## src/hdl/dtc_pkg.sv

```systemverilog
// Constants shared by the dual timer/counter block.
// Assumes an 8-bit special-function space reached by direct addresses.

package dtc_pkg;

	// Register addresses
	localparam logic [7:0] SFR_TCTL = 8'h88;
	localparam logic [7:0] SFR_TMODE = 8'h89;
	localparam logic [7:0] SFR_CNT0_LO = 8'h8A;
	localparam logic [7:0] SFR_CNT1_LO = 8'h8B;
	localparam logic [7:0] SFR_CNT0_HI = 8'h8C;
	localparam logic [7:0] SFR_CNT1_HI = 8'h8D;
	localparam logic [4:0] TCTL_BIT_BASE = 5'h11;
	localparam logic [7:0] UNMAPPED_READ = 8'hFF;
	localparam logic [7:0] RESET_BYTE = 8'h00;

	// Flag register bit positions, timer one sits two bits above timer zero
	localparam int POS_TYPE0 = 0;
	localparam int POS_XDET0 = 1;
	localparam int POS_RUN0 = 4;
	localparam int POS_OVF0 = 5;
	localparam int CH_STEP = 2;

	// Mode register nibble layout
	localparam int NIB_W = 4;
	localparam int TM_GATE = 3;
	localparam int TM_CT = 2;

	// Internal clock divider, counts of system cycles per tick
	localparam logic [3:0] DIV_FAST_CYC = 4'h4;
	localparam logic [3:0] DIV_SLOW_CYC = 4'hC;
	localparam logic [3:0] SLOW_LAST = DIV_SLOW_CYC - 4'h1;
	localparam logic [1:0] FAST_LAST = 2'(DIV_FAST_CYC - 4'h1);

	// Operating modes
	typedef enum logic [1:0] {
		MODE_PRESCALE = 2'b00,
		MODE_FULL = 2'b01,
		MODE_RELOAD = 2'b10,
		MODE_SPLIT = 2'b11
	} dtc_mode_t;

endpackage

```

## src/hdl/dtc_timer.sv

```systemverilog
// Next-count logic of one timer: low and high count bytes per mode.
// Assumes the caller gates the increments and handles register writes.
`timescale 1ns/1ps

module dtc_timer
	import dtc_pkg::*;
(
	input wire dtc_mode_t mode,
	input wire logic inc_low,
	input wire logic inc_high,
	input wire logic [7:0] low_q,
	input wire logic [7:0] high_q,
	output logic [7:0] next_low,
	output logic [7:0] next_high,
	output logic ovf_low,
	output logic ovf_high
);

	logic [13:0] sum13;
	logic [16:0] sum16;
	logic [8:0] sum_lo;
	logic [8:0] sum_hi;

	// Candidate increments for each width
	assign sum13 = {1'b0, high_q, low_q[4:0]} + 14'h0001;
	assign sum16 = {1'b0, high_q, low_q} + 17'h0_0001;
	assign sum_lo = {1'b0, low_q} + 9'h001;
	assign sum_hi = {1'b0, high_q} + 9'h001;

	////////////////////////////////////////////////////////////////
	// Mode selection
	always_comb begin
		next_low = low_q;
		next_high = high_q;
		ovf_low = 1'b0;
		ovf_high = 1'b0;
		case (mode)
			MODE_PRESCALE: begin
				if (inc_low) begin
					next_low = {low_q[7:5], sum13[4:0]};
					next_high = sum13[12:5];
					ovf_low = sum13[13];
				end
			end
			MODE_FULL: begin
				if (inc_low) begin
					next_low = sum16[7:0];
					next_high = sum16[15:8];
					ovf_low = sum16[16];
				end
			end
			MODE_RELOAD: begin
				if (inc_low) begin
					next_low = sum_lo[8] ? high_q : sum_lo[7:0];
					ovf_low = sum_lo[8];
				end
			end
			MODE_SPLIT: begin
				if (inc_low) begin
					next_low = sum_lo[7:0];
					ovf_low = sum_lo[8];
				end
				if (inc_high) begin
					next_high = sum_hi[7:0];
					ovf_high = sum_hi[8];
				end
			end
			default: begin
				next_low = low_q;
			end
		endcase
	end

endmodule // dtc_timer

```

## src/hdl/dtc_top.sv

```systemverilog
// Dual timer/counter with external interrupt detection and its registers.
// Assumes a direct-address register port and synchronous pin inputs.
`timescale 1ns/1ps

module dtc_top
	import dtc_pkg::*;
(
	input wire logic ref_clk,
	input wire logic nrst,
	input wire logic [7:0] sfr_addr,
	input wire logic sfr_wr,
	input wire logic sfr_rd,
	input wire logic [7:0] sfr_wdata,
	output logic [7:0] sfr_rdata,
	input wire logic [7:0] bit_addr,
	input wire logic bit_wr,
	input wire logic bit_rd,
	input wire logic bit_wdata,
	output logic bit_rdata,
	input wire logic [1:0] ext_irq_pin_n,
	input wire logic [1:0] count_pin,
	input wire logic timer_zero_clock_divider_select,
	input wire logic timer_one_clock_divider_select,
	input wire logic [1:0] timer_vec_ack,
	input wire logic [1:0] ext_irq_vec_ack,
	output logic timer_zero_overflow_flag,
	output logic timer_one_overflow_flag,
	output logic ext_irq_zero_detect_flag,
	output logic ext_irq_one_detect_flag
);

	logic [7:0] timer_run_and_irq_flags;
	logic [7:0] timer_mode_config;
	logic [7:0] timer_zero_count_low;
	logic [7:0] timer_one_count_low;
	logic [7:0] timer_zero_count_high;
	logic [7:0] timer_one_count_high;
	logic [3:0] psc;
	logic [3:0] next_psc;
	logic [1:0] pin_prev;
	logic [1:0] cnt_prev;
	logic tick_fast;
	logic tick_slow;
	logic [1:0] div_sel;
	logic [1:0] div_tick;
	logic [1:0] run;
	logic [1:0] gate;
	logic [1:0] ct;
	logic [1:0] src_tick;
	logic [1:0] en;
	logic [1:0] inc_low;
	logic [1:0] inc_high;
	logic [1:0] ovf_low;
	logic [1:0] ovf_high;
	logic [1:0] tf_set;
	logic [1:0] next_ext;
	dtc_mode_t md [2];
	logic [7:0] nx_low [2];
	logic [7:0] nx_high [2];
	logic [7:0] cur_low [2];
	logic [7:0] cur_high [2];
	logic wr_tctl;
	logic wr_tmode;
	logic wr_lo0;
	logic wr_lo1;
	logic wr_hi0;
	logic wr_hi1;
	logic bit_hit;
	logic [7:0] bit_mask;
	logic [7:0] wmask;
	logic [7:0] wdat;
	logic [7:0] sw_tctl;
	logic [7:0] next_tctl;
	logic [7:0] next_rdata;
	logic next_bit_rdata;
	logic [7:0] next_lo0;
	logic [7:0] next_lo1;
	logic [7:0] next_hi0;
	logic [7:0] next_hi1;
	logic split0;
	logic nowr0;
	logic nowr1;

	////////////////////////////////////////////////////////////////
	// Register port decode
	// direct addresses only
	assign wr_tctl = sfr_wr && (sfr_addr == SFR_TCTL);
	assign wr_tmode = sfr_wr && (sfr_addr == SFR_TMODE);
	assign wr_lo0 = sfr_wr && (sfr_addr == SFR_CNT0_LO);
	assign wr_lo1 = sfr_wr && (sfr_addr == SFR_CNT1_LO);
	assign wr_hi0 = sfr_wr && (sfr_addr == SFR_CNT0_HI);
	assign wr_hi1 = sfr_wr && (sfr_addr == SFR_CNT1_HI);
	assign nowr0 = !(wr_lo0 || wr_hi0);
	assign nowr1 = !(wr_lo1 || wr_hi1);

	assign bit_hit = (bit_addr[7:3] == TCTL_BIT_BASE);
	assign bit_mask = 8'h01 << bit_addr[2:0];
	assign wmask = wr_tctl ? 8'hFF : ((bit_wr && bit_hit) ? bit_mask : 8'h00);
	assign wdat = wr_tctl ? sfr_wdata : {8{bit_wdata}};
	assign sw_tctl = (timer_run_and_irq_flags & ~wmask) | (wdat & wmask);

	assign next_rdata = (sfr_addr == SFR_TCTL) ? timer_run_and_irq_flags :
		(sfr_addr == SFR_TMODE) ? timer_mode_config :
		(sfr_addr == SFR_CNT0_LO) ? timer_zero_count_low :
		(sfr_addr == SFR_CNT1_LO) ? timer_one_count_low :
		(sfr_addr == SFR_CNT0_HI) ? timer_zero_count_high :
		(sfr_addr == SFR_CNT1_HI) ? timer_one_count_high : UNMAPPED_READ;
	assign next_bit_rdata = bit_hit ? timer_run_and_irq_flags[bit_addr[2:0]] : 1'b1;

	////////////////////////////////////////////////////////////////
	// Internal clock divider
	// ticks every 4 or 12 cycles
	assign next_psc = (psc == SLOW_LAST) ? 4'h0 : psc + 4'h1;
	assign tick_slow = (psc == SLOW_LAST);
	assign tick_fast = (psc[1:0] == FAST_LAST);
	assign div_sel = {timer_one_clock_divider_select, timer_zero_clock_divider_select};

	// Split state of timer zero
	assign split0 = (md[0] == MODE_SPLIT);
	assign cur_low[0] = timer_zero_count_low;
	assign cur_low[1] = timer_one_count_low;
	assign cur_high[0] = timer_zero_count_high;
	assign cur_high[1] = timer_one_count_high;

	////////////////////////////////////////////////////////////////
	// Per-timer count enables, interrupt inputs and flag bits
	for (genvar i = 0; i < 2; i++) begin : g_ch
		assign md[i] = dtc_mode_t'(timer_mode_config[NIB_W*i +: 2]);
		assign gate[i] = timer_mode_config[NIB_W*i + TM_GATE];
		assign ct[i] = timer_mode_config[NIB_W*i + TM_CT];
		assign run[i] = timer_run_and_irq_flags[POS_RUN0 + CH_STEP*i];
		assign div_tick[i] = div_sel[i] ? tick_fast : tick_slow;
		assign src_tick[i] = ct[i] ? (cnt_prev[i] && !count_pin[i]) : div_tick[i];
		assign en[i] = run[i] && (!gate[i] || ext_irq_pin_n[i]);
		assign next_ext[i] = timer_run_and_irq_flags[POS_TYPE0 + CH_STEP*i] ?
			((pin_prev[i] && !ext_irq_pin_n[i]) ||
			(!ext_irq_vec_ack[i] && sw_tctl[POS_XDET0 + CH_STEP*i])) :
			!ext_irq_pin_n[i];
		assign next_tctl[POS_OVF0 + CH_STEP*i] = tf_set[i] ||
			(!timer_vec_ack[i] && sw_tctl[POS_OVF0 + CH_STEP*i]);
		assign next_tctl[POS_RUN0 + CH_STEP*i] = sw_tctl[POS_RUN0 + CH_STEP*i];
		// flag tracks pin in level mode
		assign next_tctl[POS_XDET0 + CH_STEP*i] = next_ext[i];
		assign next_tctl[POS_TYPE0 + CH_STEP*i] = sw_tctl[POS_TYPE0 + CH_STEP*i];

		dtc_timer u_timer (
			.mode(md[i]),
			.inc_low(inc_low[i]),
			.inc_high(inc_high[i]),
			.low_q(cur_low[i]),
			.high_q(cur_high[i]),
			.next_low(nx_low[i]),
			.next_high(nx_high[i]),
			.ovf_low(ovf_low[i]),
			.ovf_high(ovf_high[i])
		);
	end

	// timer one stops in split mode
	assign inc_low[0] = en[0] && src_tick[0];
	assign inc_low[1] = en[1] && src_tick[1] && (md[1] != MODE_SPLIT);
	// high byte on timer one run bit
	assign inc_high[0] = run[1] && div_tick[0];
	assign inc_high[1] = 1'b0;
	assign tf_set[0] = ovf_low[0];
	assign tf_set[1] = split0 ? ovf_high[0] : ovf_low[1];

	// Software writes win over counting
	assign next_lo0 = wr_lo0 ? sfr_wdata : nx_low[0];
	assign next_hi0 = wr_hi0 ? sfr_wdata : nx_high[0];
	assign next_lo1 = wr_lo1 ? sfr_wdata : nx_low[1];
	assign next_hi1 = wr_hi1 ? sfr_wdata : nx_high[1];

	// Flag outputs
	assign timer_zero_overflow_flag = timer_run_and_irq_flags[POS_OVF0];
	assign timer_one_overflow_flag = timer_run_and_irq_flags[POS_OVF0 + CH_STEP];
	assign ext_irq_zero_detect_flag = timer_run_and_irq_flags[POS_XDET0];
	assign ext_irq_one_detect_flag = timer_run_and_irq_flags[POS_XDET0 + CH_STEP];

	////////////////////////////////////////////////////////////////
	// Control and mode registers
	always_ff @(posedge ref_clk or negedge nrst) begin
		if (!nrst) begin
			timer_run_and_irq_flags <= RESET_BYTE;
			timer_mode_config <= RESET_BYTE;
		end else begin
			timer_run_and_irq_flags <= next_tctl;
			timer_mode_config <= wr_tmode ? sfr_wdata : timer_mode_config;
		end
	end

	// Count registers
	always_ff @(posedge ref_clk or negedge nrst) begin
		if (!nrst) begin
			timer_zero_count_low <= RESET_BYTE;
			timer_zero_count_high <= RESET_BYTE;
			timer_one_count_low <= RESET_BYTE;
			timer_one_count_high <= RESET_BYTE;
		end else begin
			timer_zero_count_low <= next_lo0;
			timer_zero_count_high <= next_hi0;
			timer_one_count_low <= next_lo1;
			timer_one_count_high <= next_hi1;
		end
	end

	// Divider and pin history, pins idle high
	always_ff @(posedge ref_clk or negedge nrst) begin
		if (!nrst) begin
			psc <= 4'h0;
			pin_prev <= 2'b11;
			cnt_prev <= 2'b11;
		end else begin
			psc <= next_psc;
			pin_prev <= ext_irq_pin_n;
			cnt_prev <= count_pin;
		end
	end

	// Read data, loaded on a read strobe
	always_ff @(posedge ref_clk or negedge nrst) begin
		if (!nrst) begin
			sfr_rdata <= UNMAPPED_READ;
			bit_rdata <= 1'b1;
		end else begin
			sfr_rdata <= sfr_rd ? next_rdata : sfr_rdata;
			bit_rdata <= bit_rd ? next_bit_rdata : bit_rdata;
		end
	end
endmodule // dtc_top

```

## config.mk

```make
export PLATFORM = sky130hd
export DESIGN_NAME = dtc_top
export DESIGN_NICKNAME = d
export VERILOG_FILES = /design/src/hdl/dtc_pkg.sv /design/src/hdl/dtc_timer.sv /design/src/hdl/dtc_top.sv
export SDC_FILE = /design/constraint.sdc
export NUM_CORES = 1
export LEC_CHECK = 0
export BUFFER_PORTS_ARGS = -buffer_cell sky130_fd_sc_hd__buf_4
export CORE_MARGIN = 10
export CORE_UTILIZATION = 40
export CTS_CLUSTER_DIAMETER = 150
export CTS_CLUSTER_SIZE = 12
export DETAILED_ROUTE_END_ITERATION = 8
export PLACE_DENSITY_LB_ADDON = 0.3
export SLEW_MARGIN = 20
export SYNTH_ARGS = -nofsm -noshare
export SYNTH_HDL_FRONTEND = slang
export SYNTH_SLANG_ARGS = --single-unit
```

## constraint.sdc

```tcl
create_clock -name ref_clk -period 2.15 [get_ports ref_clk]
set_input_delay 0.1075 -clock ref_clk [delete_from_list [all_inputs] [get_ports ref_clk]]
set_output_delay 0.1075 -clock ref_clk [all_outputs]
set_load 0.05 [all_outputs]
```

# Word level (Yosys, flattened, before mapping)
# Index checks and enable logic that the tools add are counted.
[classes] order_cmp=1 div_mod_pow=0 n_mux=52 n_eq_ne=31 addsub=8 shifts=1 reduce_logical=49 n_bitwise=4 mul=0
[op_table] operator="$mux W8" count=26
[op_table] operator="$pmux W8 S4" count=2
[op_table] operator="$eq A8 B8 Y1 const B" count=6
[op_table] operator="$ne A3 B2 Y1 const B" count=13
[op_table] operator="$add A16 B1 Y17 const B" count=2
[op_table] operator="$add A13 B1 Y14 const B" count=2
[op_table] operator="$add A8 B1 Y9 const B" count=3
[op_table] operator="$pmux W8 S3" count=1
[op_table] operator="$logic_and A1 B1 Y1" count=21
[op_table] operator="$reduce_and A4 Y1" count=5
[op_table] operator="$and A8 B8 Y8" count=2
[op_table] operator="$mux W1" count=16
[op_table] operator="$pmux W8 S2" count=1
[op_table] operator="$eq A2 B2 Y1 const B" count=5
[op_table] operator="$logic_not A1 Y1" count=10
[op_table] operator="$mux W5" count=2
[op_table] operator="$not A8 Y8" count=1
[op_table] operator="$or A8 B8 Y8" count=1
[op_table] operator="$shl A1 B3 Y8 const A" count=1
[op_table] operator="$logic_or A1 B1 Y1" count=6
[op_table] operator="$ne A2 B2 Y1 const B" count=3
[op_table] operator="$pmux W1 S3" count=2
[op_table] operator="$eq A5 B5 Y1 const B" count=1
[op_table] operator="$add A4 B1 Y4 const B" count=1
[op_table] operator="10 further kinds" count=13
[word_totals] out_inout_bits=13 mem_bits_ro=0 memories=0 input_bits=41 register_bits=65 latch_bits=0 ramBits=0 wordCells=159

# Longest topological paths before layout
[logic_depth] depth_word=10 ltp_mapped=8 mapped_depth_nobuf=7

# Modules after synthesis
# Synthesis repeated with hierarchy kept, for this count alone.
[unflattened] hier_cells=631 area_unflattened_um2=5470.2
[by_module_without_submodules] module="dtc_top" area_each_um2=3433.3 seq_area_each_um2=1642.8 cells_each=301 instances=1
[by_module_without_submodules] module="dtc_timer" area_each_um2=1018.5 seq_area_each_um2=0.0 cells_each=165 instances=2

# Worst setup path after synthesis
# No wires, ideal clock.
[synth_path] kind="reg-to-reg" startpoint="register psc[0]" endpoint="register timer_zero_count_high[6]" t_arrival_ps=1730 setup_ps=125 path_buffers=0 path_slack_ps=295 t_required_ps=2025 stages_incl_launch_ff=8 period_less_slack_ps=1855 path_cell_list="dfrtp_1 ha_1 nor2b_1 o21ai_1 a211oi_2 o2111ai_1 xnor2_1 mux2_2"
[synth_between] elab_chain_cells=6 word_cells_on_any_way=10 cone_classes="5 x eq/ne; 2 x mux; 3 x reduce/logical"
[synth_lines] item="from (decl)" line_no="dtc_top.sv:38" text="logic [3:0] psc;"
[synth_lines] item="from (signal assigned)" line_no="dtc_top.sv:214" text="psc <= next_psc;"
[synth_lines] item="$eq A4 B4 Y1 or $eq A2 B2 Y1 (tied branches)" line_no="dtc_top.sv:114, dtc_top.sv:115"
[synth_lines] item="$mux W1 (*)" line_no="dtc_top.sv:132" text="assign div_tick[i] = div_sel[i] ? tick_fast : tick_slow;"
[synth_lines] item="$mux W1" line_no="dtc_top.sv:133" text="assign src_tick[i] = ct[i] ? (cnt_prev[i] && !count_pin[i]) : div_tick[i];"
[synth_lines] item="$logic_and A1 B1 Y1" line_no="dtc_top.sv:160" text="assign inc_low[0] = en[0] && src_tick[0];"
[synth_lines] item="$ne A3 B2 Y1 (no source line)"
[synth_lines] item="$reduce_and A4 Y1 (no source line) (*)"
[synth_lines] item="to (signal assigned)" line_no="dtc_top.sv:201" text="timer_zero_count_high <= next_hi0;"
[synth_lines] item="to (decl)" line_no="dtc_top.sv:36" text="logic [7:0] timer_zero_count_high;"
# Mark *: on every way between the ends. The rest lies on a longest branch, timed or not.
# A chain may end at the register's enable or synchronous reset.

# Final worst setup path
[layout_path] startpoint="register timer_zero_count_low[0]" endpoint="register timer_zero_count_low[3]"
[layout_between] elab_chain_cells=5 word_cells_on_any_way=10 cone_classes="3 x add/sub; 7 x mux"
[layout_lines] item="from (decl)" line_no="dtc_top.sv:34" text="logic [7:0] timer_zero_count_low;"
[layout_lines] item="from (signal assigned)" line_no="dtc_top.sv:200" text="timer_zero_count_low <= next_lo0;"
[layout_lines] item="$add A8 B1 Y9" line_no="dtc_timer.sv:27" text="assign sum_lo = {1'b0, low_q} + 9'h001;"
[layout_lines] item="$mux W8" line_no="dtc_timer.sv:54" text="next_low = sum_lo[8] ? high_q : sum_lo[7:0];"
[layout_lines] item="$mux W8" line_no="dtc_timer.sv:53" text="if (inc_low) begin"
[layout_lines] item="$pmux W8 S4 (*)" line_no="dtc_timer.sv:37" text="case (mode)"
[layout_lines] item="$mux W8 (*)" line_no="dtc_top.sv:169" text="assign next_lo0 = wr_lo0 ? sfr_wdata : nx_low[0];"
# Mark *: on every way between the ends. The rest lies on a longest branch, timed or not. The select of a mux whose other input is x is not followed.

==> reports/qor_table.md <==
| Step | Item | Reported |
|:---|:---|:---|
| run status | Outcome | complete, no violations |
| logic synthesis | Total of flip-flops plus latches after synthesis | 65 |
| drt | DR pass1 iterations | 5 |
| timing | Maximum achievable frequency | 0.499 GHz |
| logic synthesis | Main synth FF type | sky130_fd_sc_hd__dfrtp_1 |
| logic synthesis | Unique masters post-synth | 69 |
| layout | Proportion of layout cells with a drive suffix above 1 | 24.2% |
| logic synthesis | Commonest cells in the netlist | sky130_fd_sc_hd__nor2_1, sky130_fd_sc_hd__a21oi_1, sky130_fd_sc_hd__dfrtp_1, sky130_fd_sc_hd__nand2_1, sky130_fd_sc_hd__o21ai_0 |
| drt | Total wire length after detailed routing | 13.9 mm |
| timing | Final number of max-transition violations | 0 |
| pwr | Sequential power share | 43.0% |
| grt | Overall track demand over capacity in global routing | 17.4% |
| drt | Final ANT Viol Nets | 0 |
| floorplan | Horizontal extent of the die | 125 µm |
| place | Routability-driven placement congestion ratio | 0.964 |
| worst setup path | Slowest library cell on the worst path | sky130_fd_sc_hd__dfrtp_1 |
| drt | Vias per Instance | 5.84 |
| pwr | Power density of the placed cells | 705 nW/µm² |
| grt | Pin count of the biggest net entering global routing | 66 |
| clock tree | Number of buffers created by CTS | 9 |
| floorplan | I/O Pins | 54 |
| worst setup path | Worst path required time | 2.38 ns |
| drt | Avg WL per Cell | 19.7 µm |
| floorplan | Effective utilization at floorplan | 40.9% |
| clock tree | Max Buffers Root-to-Sink | 2 |
| job | Count of maximum capacitance violations | 0 |
| drt | Routed via count | 4132 |
| pwr | Worst VDD drop | 378 µV |
| timing | Final number of hold-violating endpoints | 0 |
| clock tree | CTS tree | done |
| drt | First DRT Iteration DRCs | 444 |
| timing | Final worst clock skew | 0.00837 ns |
| pwr | Static Leakage | 2.18 nW |
| worst hold path | Classification of the worst-slack hold path | input pin to flop |
| timing | Slew at the pin with the worst max-slew slack | 0.854 ns |
| place | Total of buffers placed on input and output ports | 53 |
| clock tree | Insertion delay of the later-clocked pin in the worst-skew pair | 0.35 ns |
| place | Post-detail-place hpwl | 10.4 mm |
| layout | Diodes inserted | 0 |
| floorplan | Floorplan core area | 10800 µm² |
| logic synthesis | Most common cell in the synthesized netlist | sky130_fd_sc_hd__nor2_1 |
| timing | Setup TNS | 0 ns |
| pwr | Internal Power | 2.47 mW |
| logic synthesis | Share of flip-flops with an asynchronous set or reset | 100% |
| clock tree | Root buf cell | sky130_fd_sc_hd__clkbuf_8 |
| floorplan | Core Rows | 38 |
| worst setup path | Cells traversed along the worst timing path | ha_1 -> nand4_4 -> nor4b_4 -> mux2_2 -> a21oi_1 -> o21ai_0 |
| worst setup path | CP endpoint kind | flop |
| pwr | Power spent charging and discharging nets | 1.29 mW |
| logic synthesis | Share of the synthesized area in the top cell type | 29.4% |
| timing | RSZ-0062 raised after global routing | no |
| grt | Number of global-route vias before repair | 3999 |
| timing | Minimum period implied by the final worst setup slack | 2.00 ns |
| worst setup path | Peak per-stage delay on the critical path | 0.43 ns |
| timing | Final period util | 93.1% |
| layout | Synth-to-layout area growth | 20.2% |
| logic synthesis | Synthesized instance count | 494 |
| pwr | Share of total power in combinational logic | 24.2% |
| logic synthesis | Synth top area cells | sky130_fd_sc_hd__dfrtp_1, sky130_fd_sc_hd__dfstp_2, sky130_fd_sc_hd__a21oi_1, sky130_fd_sc_hd__nor2_1, sky130_fd_sc_hd__mux2i_1 |
| worst setup path | Critical path fanouts, max | 6 |
| logic synthesis | Syn_nets | 539 |
| worst setup path | Startpoint types | flop |
| timing | Final Hold Slack | 0.0497 ns |
| logic synthesis | Yosys top cell by area | sky130_fd_sc_hd__dfrtp_1 |
| logic synthesis | Synthesized cell area | 4430 µm² |
| grt | Total gr overflow | 0 |
| drt | Post-route DRC violation count | 0 |
| timing | Max_slew headroom | 43.1% |
| logic synthesis | Mean instance size in the synthesized netlist | 8.97 µm² |
| clock tree | CTS sink cnt | 65 |
| pwr | Sw Ratio | 34.3% |
| worst setup path | Data arrival time at the worst-slack endpoint | 2.23 ns |
| pwr | Clock power share | 32.8% |
| clock tree | Clock edge transition at the registers on the reported setup and hold paths | 0.08 ns |
| grt | Global-route wire length before repair | 22.3 mm |
| worst setup path | Critical setup path kind | flop to flop |
| logic synthesis | Post-synthesis sequential area ratio | 37.1% |
| floorplan | Die Y | 125 µm |
| timing | Number of setup violations in the final report | 0 |
| clock tree | Total number of H-tree levels | 3 |
| logic synthesis | Number of synthesized flops with an enable pin | 0 |
| logic synthesis | Synthesis Warnings | 0 |
| layout | Number of nets in the layout | 607 |
| grt | Initial antenna violation count | 0 |
| floorplan | Total die area | 15700 µm² |
## sequential cells by signal (all words and copies together), names as in the netlist, named ones only
signal and cells:
bit_rdata 1, timer_zero_count_low 8, pin_prev 2, timer_one_count_high 8, timer_zero_count_high 8, cnt_prev 2, timer_mode_config 8, psc 4
sfr_rdata 8, timer_one_count_low 8, timer_run_and_irq_flags 4
## critical path, delay by kind of cell (launching register included)
kind                       cells  cell delay [ns]
AOI/OAI and AO/OA              2             0.21
adders and majority gates      1             0.26
DFF                            1             0.43
muxes                          1             0.38
and+or+nand+nor                2             0.60
## routing by layer
metal / GRT usage [%] / vias up / wire [µm]
li1: - / 1954 / -
met1: 23.5 / 1976 / 6320
met2: 27.5 / 183 / 6450
met3: 3.38 / 19 / 886
met4: 5.15 / 0 / 273
met5: 0 / - / 0
## worst paths after layout
kind                                           end               startpoint  cells after the start  slack (ns)
max                        timer_zero_count_low[3]  timer_zero_count_low[0]                      6        0.15
min reg2reg                                 psc[0]                   psc[0]                      1        0.46
max reg2reg                timer_zero_count_low[3]  timer_zero_count_low[0]                      6        0.15
min in group asynchronous   timer_one_count_low[1]                     nrst                      2        0.39
max in group asynchronous                async pin                     nrst                      2        1.18
min                                      bit_rdata              bit_addr[5]                      3        0.05
## power groups by stage
stage                     Clock (mW)  Combinational (mW)  Sequential, mW
final                           1.23               0.909            1.62
after floorplan                    0               0.575            1.59
after detailed placement           0               0.883            1.62
after global routing            1.31                1.01            1.64
after global placement             0               0.865            1.62
after CTS                       1.25               0.900            1.60
## layout by cell type, fill, tap and decap left out, types with 5 or more instances in the layout
| cell | count |
|---|---|
| sky130_fd_sc_hd__nand4_1 | 5 |
| sky130_fd_sc_hd__dlygate4sd3_1 | 8 |
| sky130_fd_sc_hd__a31oi_1 | 5 |
| sky130_fd_sc_hd__o221ai_1 | 8 |
| sky130_fd_sc_hd__o22ai_1 | 10 |
| sky130_fd_sc_hd__mux2_2 | 6 |
| sky130_fd_sc_hd__nor2_1 | 57 |
| sky130_fd_sc_hd__nand3_1 | 13 |
| sky130_fd_sc_hd__mux2i_1 | 17 |
| sky130_fd_sc_hd__nand2_1 | 45 |
| sky130_fd_sc_hd__xor2_1 | 7 |
| sky130_fd_sc_hd__buf_4 | 70 |
| sky130_fd_sc_hd__nor3_1 | 5 |
| sky130_fd_sc_hd__clkbuf_8 | 10 |
| sky130_fd_sc_hd__dfrtp_1 | 52 |
| sky130_fd_sc_hd__o21ai_0 | 22 |
| sky130_fd_sc_hd__o211ai_1 | 17 |
| sky130_fd_sc_hd__and3_1 | 7 |
| sky130_fd_sc_hd__inv_1 | 13 |
| sky130_fd_sc_hd__a21oi_1 | 55 |
| sky130_fd_sc_hd__dfstp_2 | 13 |
| sky130_fd_sc_hd__nand2b_1 | 5 |
| sky130_fd_sc_hd__nor2b_1 | 12 |
| sky130_fd_sc_hd__xnor2_1 | 15 |
| sky130_fd_sc_hd__mux2_4 | 7 |
## area by class of cell
class	count	area (µm²)
Fill cell	1025	5510
Clock buffer	10	138
Timing Repair Buffer	78	606
Tap cell	140	175
Clock inverter	6	90.1
Multi-Input combinational cell	395	2630
Inverter	13	48.8
Sequential cell	65	1640
## per-stage QoR
| step | area (µm²) | power [mW] | util, % | setup WS (ns) | cells |
|---|---|---|---|---|---|
| after CTS | 5310 | 3.75 | 49.0 | 0.109 | 707 |
| after detailed placement | 5000 | 2.51 | 46.2 | 0.111 | 683 |
| after floorplan | 4430 | 2.17 | - | 0.295 | 494 |
| final | 5330 | 3.76 | 49.2 | 0.148 | 707 |
| after global placement | 5000 | 2.48 | 46.2 | 0.193 | 683 |
| after global routing | 5330 | 3.95 | 49.2 | 0.0431 | 707 |
## logic make-up after synthesis
logic type	share of synthesized area, %
flops	37.1
simple gates	23.8
compound gates	20.9
mux	8.75
buf+inv	3.98
fa+ha+maj	1.13
xor+xnor	4.35
## what timing repair did
action,4_1_cts,5_1_grt
setup buffers,0,0
hold endpoints to repair,59,0
hold buffers,8,0
gates resized for setup,0,3
setup endpoints to repair,0,2
(Power assumes the default switching activity.)
